--- config.mk ---
export PLATFORM = sky130hd
export DESIGN_NAME = fhcr_regs
export DESIGN_NICKNAME = d
export VERILOG_FILES = /design/src/inc/fhcr_pkg.sv /design/src/core/fhcr_regs.sv
export VERILOG_INCLUDE_DIRS = /design/src /design/src/inc
export SDC_FILE = /design/constraint.sdc
export NUM_CORES = 1
export LEC_CHECK = 0
export ABC_AREA = 1
export ABC_CLOCK_PERIOD_IN_PS = 3500
export BUFFER_PORTS_ARGS = -buffer_cell sky130_fd_sc_hd__buf_4
export CAP_MARGIN = 20
export CORE_MARGIN = 2
export CORE_UTILIZATION = 56
export CTS_CLUSTER_DIAMETER = 150
export DETAILED_ROUTE_END_ITERATION = 16
export GPL_TIMING_DRIVEN = 0
export PLACE_DENSITY = 0.84
export SYNTH_ARGS = -nofsm -noshare
export SYNTH_HDL_FRONTEND = slang
export SYNTH_SLANG_ARGS = --single-unit
--- constraint.sdc ---
create_clock -name clk -period 3.5 [get_ports clk]
set_input_delay 0.7 -clock clk [delete_from_list [all_inputs] [get_ports clk]]
set_output_delay 0.7 -clock clk [all_outputs]
set_load 0.02 [all_outputs]
--- src/inc/fhcr_cfg.svh ---
`ifndef FHCR_CFG_SVH
`define FHCR_CFG_SVH
`define FHCR_ADDR_SRB     16'h03F1
`define FHCR_ADDR_DOR     16'h03F2
`define FHCR_ADDR_TDR     16'h03F3
`define FHCR_ADDR_MSR_DSR 16'h03F4
`define FHCR_ADDR_DATA    16'h03F5
`define FHCR_ADDR_DIR_CCR 16'h03F7
`define FHCR_DOR_RST      8'h00
`define FHCR_DSR_RST      8'h02
`define FHCR_DOR_SOFT_RESET_HOLD_N   2
`define FHCR_DOR_DMA_IRQ_GATE    3
`define FHCR_DOR_MOT_A    4
`define FHCR_DOR_MOT_B    5
`define FHCR_DSR_LOWPOW   6
`define FHCR_DSR_SWRST    7
`define FHCR_CLK_NS       10
`define FHCR_SRST_NS      100
`define FHCR_SRST_CYC     ((`FHCR_SRST_NS + `FHCR_CLK_NS - 1) / `FHCR_CLK_NS)
`endif

--- src/inc/fhcr_pkg.sv ---
package fhcr_pkg;

  // Status register presentation modes.
  typedef enum logic [1:0] {
    FHCR_MODE_BASELINE,
    FHCR_MODE_LEGACY,
    FHCR_MODE_ALTERNATE
  } fhcr_smode_t;

  // Complete registered state of the block.
  typedef struct packed {
    logic [7:0] drive_output_control;
    logic [1:0] tape_sel;
    logic [1:0] boot_drv;
    logic [7:0] dsr;
    logic [1:0] rate;
    logic [3:0] srst_cnt;
    logic       ctl_rst;
    logic       lowpow;
    logic       wg_flag;
    logic       rd_flag;
    logic       wd_flag;
    logic       rd_tog;
    logic       wd_tog;
    logic       wg_prev;
    logic       wd_prev;
    logic       rd_s1;
    logic       rd_s2;
    logic       rd_s3;
    logic       rd_filt;
    logic [7:0] rdata;
    logic       rvalid;
    logic       ds_a_n;
    logic       ds_b_n;
    logic       mtr_a_n;
    logic       mtr_b_n;
    logic       dma_gate;
  } fhcr_state_t;

endpackage : fhcr_pkg

--- src/core/fhcr_regs.sv ---
`timescale 1ns/1ns
`include "fhcr_cfg.svh"

module fhcr_regs (
  input  wire logic                 clk,
  input  wire logic                 rst_n,
  input  wire logic [15:0]          io_addr,
  input  wire logic                 io_wr_stb,
  input  wire logic                 io_rd_stb,
  input  wire logic [7:0]           io_wdata,
  output logic      [7:0]           io_rdata,
  output logic                      io_rvalid,
  input  wire fhcr_pkg::fhcr_smode_t status_mode,
  input  wire logic                 swap_drives,
  input  wire logic                 tdr_enhanced,
  input  wire logic [7:0]           drive_type_config,
  input  wire logic                 write_gate_out,
  input  wire logic                 write_data_line,
  input  wire logic                 read_data_pin,
  output logic                      drive_select_a_n,
  output logic                      drive_select_b_n,
  output logic                      motor_a_out_n,
  output logic                      motor_b_out_n,
  output logic                      dma_irq_gate,
  output logic                      soft_reset_hold_n,
  output logic                      low_power_out,
  output logic      [1:0]           rate_select_bits,
  output logic      [2:0]           write_sel_a,
  output logic      [1:0]           tape_sel_out
);
  import fhcr_pkg::*;

  fhcr_state_t st_q;
  fhcr_state_t st_d;

  ////////////////////////////////////////////////////////////////////////////
  // Helper functions.
  ////////////////////////////////////////////////////////////////////////////

  // Picks the two drive type bits that belong to the selected drive number.
  function automatic logic [1:0] type_pair(input logic [7:0] cfg, input logic [1:0] drv);
    logic [1:0] pair;
    pair = 2'h0;
    unique case (drv)
      2'h0: pair = cfg[1:0];
      2'h1: pair = cfg[3:2];
      2'h2: pair = cfg[5:4];
      2'h3: pair = cfg[7:6];
    endcase
    return pair;
  endfunction : type_pair

  // Low-active select for one drive: its number must match and its motor bit be set.
  function automatic logic sel_n(input logic [1:0] num, input logic [1:0] want, input logic mot);
    return !((num == want) && mot);
  endfunction : sel_n

  ////////////////////////////////////////////////////////////////////////////
  // Address decode.
  ////////////////////////////////////////////////////////////////////////////

  logic wr_dor;
  logic wr_tdr;
  logic wr_dsr;
  logic wr_ccr;
  logic rd_srb;
  logic rd_dor;
  logic rd_tdr;
  logic rd_msr;
  logic rd_dir;
  logic acc_data;

  // Every byte access is decoded in the cycle its strobe is seen.
  // single byte decode
  assign wr_dor   = io_wr_stb && (io_addr == `FHCR_ADDR_DOR);
  assign wr_tdr   = io_wr_stb && (io_addr == `FHCR_ADDR_TDR);
  assign wr_dsr   = io_wr_stb && (io_addr == `FHCR_ADDR_MSR_DSR);
  assign wr_ccr   = io_wr_stb && (io_addr == `FHCR_ADDR_DIR_CCR);
  assign rd_srb   = io_rd_stb && (io_addr == `FHCR_ADDR_SRB);
  assign rd_dor   = io_rd_stb && (io_addr == `FHCR_ADDR_DOR);
  assign rd_tdr   = io_rd_stb && (io_addr == `FHCR_ADDR_TDR);
  assign rd_msr   = io_rd_stb && (io_addr == `FHCR_ADDR_MSR_DSR);
  assign rd_dir   = io_rd_stb && (io_addr == `FHCR_ADDR_DIR_CCR);
  assign acc_data = (io_wr_stb || io_rd_stb) && (io_addr == `FHCR_ADDR_DATA);

  ////////////////////////////////////////////////////////////////////////////
  // Next-state logic.
  ////////////////////////////////////////////////////////////////////////////

  // Builds the whole next state from the current one, the bus strobes and the drive-side and mode inputs.
  always_comb begin
    logic       rd_fall;
    logic       wd_fall;
    logic       wg_rise;
    logic [7:0] dor_n;
    logic [7:0] second_status_view;
    logic [7:0] tape_drive_assign;
    rd_fall = 1'b0;
    wd_fall = 1'b0;
    wg_rise = 1'b0;
    dor_n   = st_q.drive_output_control;
    second_status_view     = 8'h00;
    tape_drive_assign     = 8'h00;
    st_d    = st_q;

    // Read data comes from the drive: three stages, and a change counts once stages two and three agree.
    st_d.rd_s1 = read_data_pin;
    st_d.rd_s2 = st_q.rd_s1;
    st_d.rd_s3 = st_q.rd_s2;
    if (st_q.rd_s2 == st_q.rd_s3) begin
      st_d.rd_filt = st_q.rd_s3;
    end
    rd_fall = st_q.rd_filt && (st_q.rd_s2 == st_q.rd_s3) && !st_q.rd_s3;

    // Write gate and write data are on this clock, so they need no synchroniser.
    st_d.wg_prev = write_gate_out;
    st_d.wd_prev = write_data_line;
    wg_rise      = write_gate_out && !st_q.wg_prev;
    wd_fall      = !write_data_line && st_q.wd_prev;

    // Toggle bits for the baseline view flip on every inactive edge.
    if (rd_fall) begin
      st_d.rd_tog = !st_q.rd_tog;
    end
    if (wd_fall) begin
      st_d.wd_tog = !st_q.wd_tog;
    end

    // Latched edge flags are cleared by an input register read; a new edge in that cycle wins.
    if (rd_dir) begin
      st_d.wg_flag = 1'b0;
      st_d.rd_flag = 1'b0;
      st_d.wd_flag = 1'b0;
    end
    if (wg_rise) begin
      st_d.wg_flag = 1'b1;
    end
    if (rd_fall) begin
      st_d.rd_flag = 1'b1;
    end
    if (wd_fall) begin
      st_d.wd_flag = 1'b1;
    end

    // Drive control register takes any write, whatever the controller state.
    // always writable
    if (wr_dor) begin
      dor_n = io_wdata;
    end
    st_d.drive_output_control = dor_n;

    // Tape register keeps the tape select; the boot drive field exists only in enhanced mode.
    // tape assignment
    if (wr_tdr) begin
      st_d.tape_sel = io_wdata[1:0];
      if (tdr_enhanced) begin
        st_d.boot_drv = io_wdata[3:2];
      end
    end

    // Self-clearing reset bit drops at the same edge that loads the stretch counter.
    // self clearing reset
    if (st_q.dsr[`FHCR_DSR_SWRST]) begin
      st_d.dsr[`FHCR_DSR_SWRST] = 1'b0;
    end

    // The active rate follows whichever rate source was written last.
    // last writer wins
    if (wr_ccr) begin
      st_d.rate = io_wdata[1:0];
    end
    if (wr_dsr) begin
      st_d.dsr  = io_wdata;
      st_d.rate = io_wdata[1:0];
    end

    // Reset stretch: reloads while a reset is requested, then runs down to give a minimum width.
    // minimum reset width
    if (!st_q.drive_output_control[`FHCR_DOR_SOFT_RESET_HOLD_N] || st_q.dsr[`FHCR_DSR_SWRST]) begin
      st_d.srst_cnt = 4'(`FHCR_SRST_CYC);
    end else if (st_q.srst_cnt != 4'h0) begin
      st_d.srst_cnt = st_q.srst_cnt - 4'h1;
    end
    st_d.ctl_rst = !dor_n[`FHCR_DOR_SOFT_RESET_HOLD_N] || (st_d.srst_cnt != 4'h0);

    // Manual low power ends on a reset or a data or main status access; a new entry wins.
    if (st_q.ctl_rst || rd_msr || acc_data) begin
      st_d.lowpow = 1'b0;
    end
    if (wr_dsr && io_wdata[`FHCR_DSR_LOWPOW]) begin
      st_d.lowpow = 1'b1;
    end

    // Two-drive decode of the new register value.
    // binary drive number
    if (!swap_drives) begin
      st_d.ds_a_n  = sel_n(dor_n[1:0], 2'h0, dor_n[`FHCR_DOR_MOT_A]);
      st_d.ds_b_n  = sel_n(dor_n[1:0], 2'h1, dor_n[`FHCR_DOR_MOT_B]);
      st_d.mtr_a_n = !dor_n[`FHCR_DOR_MOT_A];
      st_d.mtr_b_n = !dor_n[`FHCR_DOR_MOT_B];
    end else begin
      st_d.ds_b_n  = sel_n(dor_n[1:0], 2'h0, dor_n[`FHCR_DOR_MOT_A]);
      st_d.ds_a_n  = sel_n(dor_n[1:0], 2'h1, dor_n[`FHCR_DOR_MOT_B]);
      st_d.mtr_a_n = !dor_n[`FHCR_DOR_MOT_B];
      st_d.mtr_b_n = !dor_n[`FHCR_DOR_MOT_A];
    end

    // DMA and interrupt gate depends on the status presentation mode.
    if (status_mode == FHCR_MODE_BASELINE) begin
      st_d.dma_gate = 1'b1;
    end else begin
      st_d.dma_gate = dor_n[`FHCR_DOR_DMA_IRQ_GATE];
    end

    // Second status view as seen in the current mode.
    if (status_mode == FHCR_MODE_ALTERNATE) begin
      second_status_view[1:0] = 2'h3;
      second_status_view[2]   = st_q.wg_flag;
      second_status_view[3]   = st_q.rd_flag;
      second_status_view[4]   = st_q.wd_flag;
      second_status_view[5]   = st_q.ds_a_n;
      second_status_view[6]   = st_q.ds_b_n;
      second_status_view[7]   = 1'b1;
    end else begin
      second_status_view[7:6] = 2'h3;
      second_status_view[5]   = st_q.drive_output_control[0];
      second_status_view[4]   = st_q.wd_tog;
      second_status_view[3]   = st_q.rd_tog;
      second_status_view[2]   = write_gate_out;
      second_status_view[1]   = st_q.drive_output_control[`FHCR_DOR_MOT_B];
      second_status_view[0]   = st_q.drive_output_control[`FHCR_DOR_MOT_A];
    end

    // Tape register readback: normal mode shows only the tape select.
    // normal readback
    tape_drive_assign[1:0] = st_q.tape_sel;
    if (tdr_enhanced) begin
      tape_drive_assign[3:2] = st_q.boot_drv;
      tape_drive_assign[5:4] = type_pair(drive_type_config, st_q.drive_output_control[1:0]);
    end

    // Read answers: one cycle after the strobe, only for registers this block owns.
    st_d.rvalid = 1'b0;
    st_d.rdata  = 8'h00;
    if (rd_srb && (status_mode != FHCR_MODE_LEGACY)) begin
      st_d.rvalid = 1'b1;
      st_d.rdata  = second_status_view;
    end else if (rd_dor) begin
      st_d.rvalid = 1'b1;
      st_d.rdata  = st_q.drive_output_control;
    end else if (rd_tdr) begin
      st_d.rvalid = 1'b1;
      st_d.rdata  = tape_drive_assign;
    end
  end

  ////////////////////////////////////////////////////////////////////////////
  // State register.
  ////////////////////////////////////////////////////////////////////////////

  // Hardware reset loads documented defaults; soft reset never reaches here.
  // hardware reset values
  always_ff @(posedge clk) begin
    if (!rst_n) begin
      st_q          <= '0;
      st_q.drive_output_control      <= `FHCR_DOR_RST;
      st_q.dsr      <= `FHCR_DSR_RST;
      st_q.rate     <= 2'(`FHCR_DSR_RST);
      st_q.ctl_rst  <= 1'b1;
      st_q.ds_a_n   <= 1'b1;
      st_q.ds_b_n   <= 1'b1;
      st_q.mtr_a_n  <= 1'b1;
      st_q.mtr_b_n  <= 1'b1;
      st_q.rd_filt  <= 1'b0;
    end else begin
      st_q <= st_d;
    end
  end

  ////////////////////////////////////////////////////////////////////////////
  // Outputs, all straight from the state register.
  ////////////////////////////////////////////////////////////////////////////

  assign motor_a_out_n     = st_q.mtr_a_n;
  assign motor_b_out_n     = st_q.mtr_b_n;
  assign drive_select_a_n  = st_q.ds_a_n;
  assign drive_select_b_n  = st_q.ds_b_n;
  assign dma_irq_gate      = st_q.dma_gate;
  assign soft_reset_hold_n = !st_q.ctl_rst;
  assign low_power_out     = st_q.lowpow;
  assign rate_select_bits  = st_q.rate;
  assign write_sel_a       = st_q.dsr[4:2];
  assign tape_sel_out      = st_q.tape_sel;
  assign io_rdata          = st_q.rdata;
  assign io_rvalid         = st_q.rvalid;

endmodule : fhcr_regs

==> flow_summary_export.csv <==
group,metric,value,unit
layout,final_nets,450,
clock_tree,cts.clk_slew.worst_paths,0.09,ns
synth,yosysUniqueCellTypes,33,
worst_setup_path,arrival,2.11,ns
floorplanning,die_width,69.8,um
power_and_ir_drop,p_total,1.01,mW
layout,final_cells,457,
worst_setup_path,worst_path_largest_cell_delay,0.31,ns
sta,fin_skew,0.00435,ns
global_routing,grt_pass1_wl,9980,um
clock_tree,cts_root_buf,"clkbuf_8",
global_routing,track_usage,25.7,%
layout,drive_gt1_share,26.3,%
floorplanning,rows,23,
floorplanning,die-area,4870,um2
placement,dp_hpwl,4550,um
routing,vias,2387,
layout,fillerInstances,335,
sta,tns,0,ns
power_and_ir_drop,ir_drop,0.000326,V
worst_setup_path,slowest_stage,"o21ai_0",
sta,min_period_over_period,54.8,%
worst_setup_path,path_class,"input pin to register",
clock_tree,cts_made_buffers,5,
routing,ant_nets,0,
sta,hold_viol,0,
run_status,status,"finished, final reports clean",
sta,period_minus_slack,1.92,ns
global_routing,antenna_found_initial,0,
placement,portBuffers,64,
synth,synthTopCellsByArea,"dfxtp_1 40%, nand2_1 9.4%, inv_1 7.7%, a21oi_1 5.8%, nor2_1 5.1%",
sta,setup_viol,0,
synth,synth_top_area_share,40.5,%
clock_tree,clock_sinks,49,
worst_setup_path,endpoint_kind,"register",
clock_tree,clock_latency,0.31,ns
worst_hold_path,hp-class,"register to register",
placement,place_congestion,0.994,
layout,multiInputGateArea,1080,um2
routing,drc,0,
sta,finalMaxSlewViolations,0,
worst_setup_path,critPathLaunchType,"input pin",
floorplanning,fp.coreArea,4090,um2
clock_tree,cts_max_level,2,
worst_setup_path,cp_top_family,"simple AND/OR/NAND/NOR gates",
layout,design_area,3060,um2
synth,syn_inst,335,
worst_setup_path,cpMostUsedCell,"nand2_1",
layout,area_delta_synth_final,26.1,%
floorplanning,initial_core_util,59.3,%
floorplanning,die_y,69.8,um
sta,tightest_slew,0.595,ns
synth,seq_area_frac_synth,40.5,%
worst_setup_path,crit_chain,"buf_4 -> nor2_1 -> nand2_1 -> nor2_8 -> nand2_1 -> nor2_1 -> nand2_1 -> o21ai_0 -> a21oi_1",
power_and_ir_drop,power-per-cell-area,329,nW/um2
sta,max_freq,522,MHz
routing,wl_per_cell,12.8,um
synth,yosysTopAreaCell,"dfxtp_1",
global_routing,grt_max_degree,17,
clock_tree,cts_setup_buffers,0,
layout,post-route-util,74.8,%
synth,syn-num-nets,379,
placement,dp_cells,449,
sta,max-slew-margin-rel,60.4,%
global_routing,overflow,0,
worst_setup_path,cp_num_buf_inv,1,
routing,wirelength,5850,um
sta,rsz0062_at_grt,"false",
synth,syn_avg_cell_area,7.23,um2
synth,ys_warn_count,0,
worst_setup_path,worstPathRequired,3.70,ns
placement,dpl-instance-area,2970,um2
flow_run,maxCapViolations,0,
clock_tree,cts_hold_repair.buffers,0,
clock_tree,cts_resized,0,
layout,antenna_cells,0,
routing,firstDrtPassIters,6,
synth,syn_area,2420,um2
power_and_ir_drop,leakagePower,1.43,nW
clock_tree,cts_tree,"built",
floorplanning,io_pins,66,
synth,synth-seq-cells,49,
routing,drt-initial-drc-count,236,
clock_tree,clockBufferDepth,2,
routing,viasPerCell,5.22,
layout,seqCellArea,981,um2
global_routing,grt_pass1_vias,2129,
worst_setup_path,cp_max_fo,7,
[worst register-to-register path, delay by kind of cell (launching register included)]
kind / cells / cell delay [ns]
AND/OR/NAND/NOR: 6 / 0.79
AO/OA/AOI/OAI: 1 / 0.27
adder cells (fa/ha/maj): 1 / 0.17
buffers and inverters: 1 / 0.09
flip-flops: 1 / 0.33
[synth_stat cells (all sizes together)]
| library cell | instances |
|---|---|
| a21oi | 28 |
| nand4 | 14 |
| clkinv | 2 |
| nor2 | 38 |
| o211ai | 1 |
| o32ai | 1 |
| o31ai | 2 |
| nor4 | 1 |
| inv | 50 |
| a211oi | 1 |
| o2111ai | 1 |
| ha | 1 |
| nor3 | 5 |
| xor2 | 1 |
| nor3b | 1 |
| or2 | 2 |
| nand2 | 65 |
| dfxtp | 49 |
| o21ai | 24 |
| clkbuf | 6 |
| a31oi | 1 |
| nand3 | 23 |
| buf | 18 |
[path summary, 6_finish.rpt]
check	from	endpoint	slack, ns	depth (start not counted)
setup / recovery	io_addr[15]	write_sel_a[2]	1.58	9
hold / removal	st_d[16]	st_d[15]	0.42	2
setup reg to reg	st_q[27]	st_q[26]	1.75	9
hold reg to reg	st_d[16]	st_d[15]	0.42	2
[cells by family (layout without fill, tap and decap cells)]
logic type | after synthesis | after routing | synth area share, %
compound gates | 59 | 59 | 13.0
xor+xnor | 1 | 1 | 0.361
flops | 49 | 49 | 40.5
simple gates | 149 | 149 | 30.9
buf+inv | 76 | 148 | 14.8
fa+ha+maj | 1 | 1 | 0.516
[cells in the final DEF (no fill, tap or decap), drive strengths merged, types with 2 or more instances in the layout]
cell type  synthesis  final
buf               18     82
nand2             65     65
inv               50     51
dfxtp             49     49
nor2              38     38
a21oi             28     28
o21ai             24     24
nand3             23     23
nand4             14     14
clkbuf             6     11
nor3               5      5
clkinv             2      3
or2                2      2
o31ai              2      2
[report_power, final]
part,switching [mW],internal [mW]
clock network,0.198,0.142
registers,0.00307,0.564
logic,0.0539,0.0445
[state kept, by name, indices dropped and copies added (netlist names)]
| register | cells |
|---|---|
| st_q | 25 |
| io_rdata | 8 |
| write_sel_a | 3 |
| rate_select_bits | 2 |
| st_d | 2 |
| tape_sel_out | 2 |
| dma_irq_gate | 1 |
| drive_select_a_n | 1 |
| drive_select_b_n | 1 |
| io_rvalid | 1 |
| low_power_out | 1 |
| motor_a_out_n | 1 |
| motor_b_out_n | 1 |
[layout make-up]
cell class,instances,area share (%)
clock inverter,3,0.696
timing repair buffer,64,15.7
multi-input combinational,210,35.4
clock buffer,5,2.25
sequential,49,32.1
tap,50,2.05
inverter,52,6.43
buffer,24,5.32
[metal layers]
| metal | up-vias | GRT usage, % | part of all wire [%] |
|---|---|---|---|
| met3 | 9 | 6.40 | 9.8 |
| met4 | 0 | 6.84 | 1.7 |
| met5 | - | 0 | 0 |
| met1 | 1055 | 33.5 | 40 |
| met2 | 116 | 42.3 | 48 |
| li1 | 1207 | - | - |
[metrics by stage]
step                hold slack (ns)  setup WS, ns
detailed placement            0.398          1.28
floorplan                     0.390          1.73
global placement              0.392          1.30
finish                        0.418          1.58
global route                  0.435          1.52
CTS                           0.420          1.61
(Power assumes the default switching activity.)
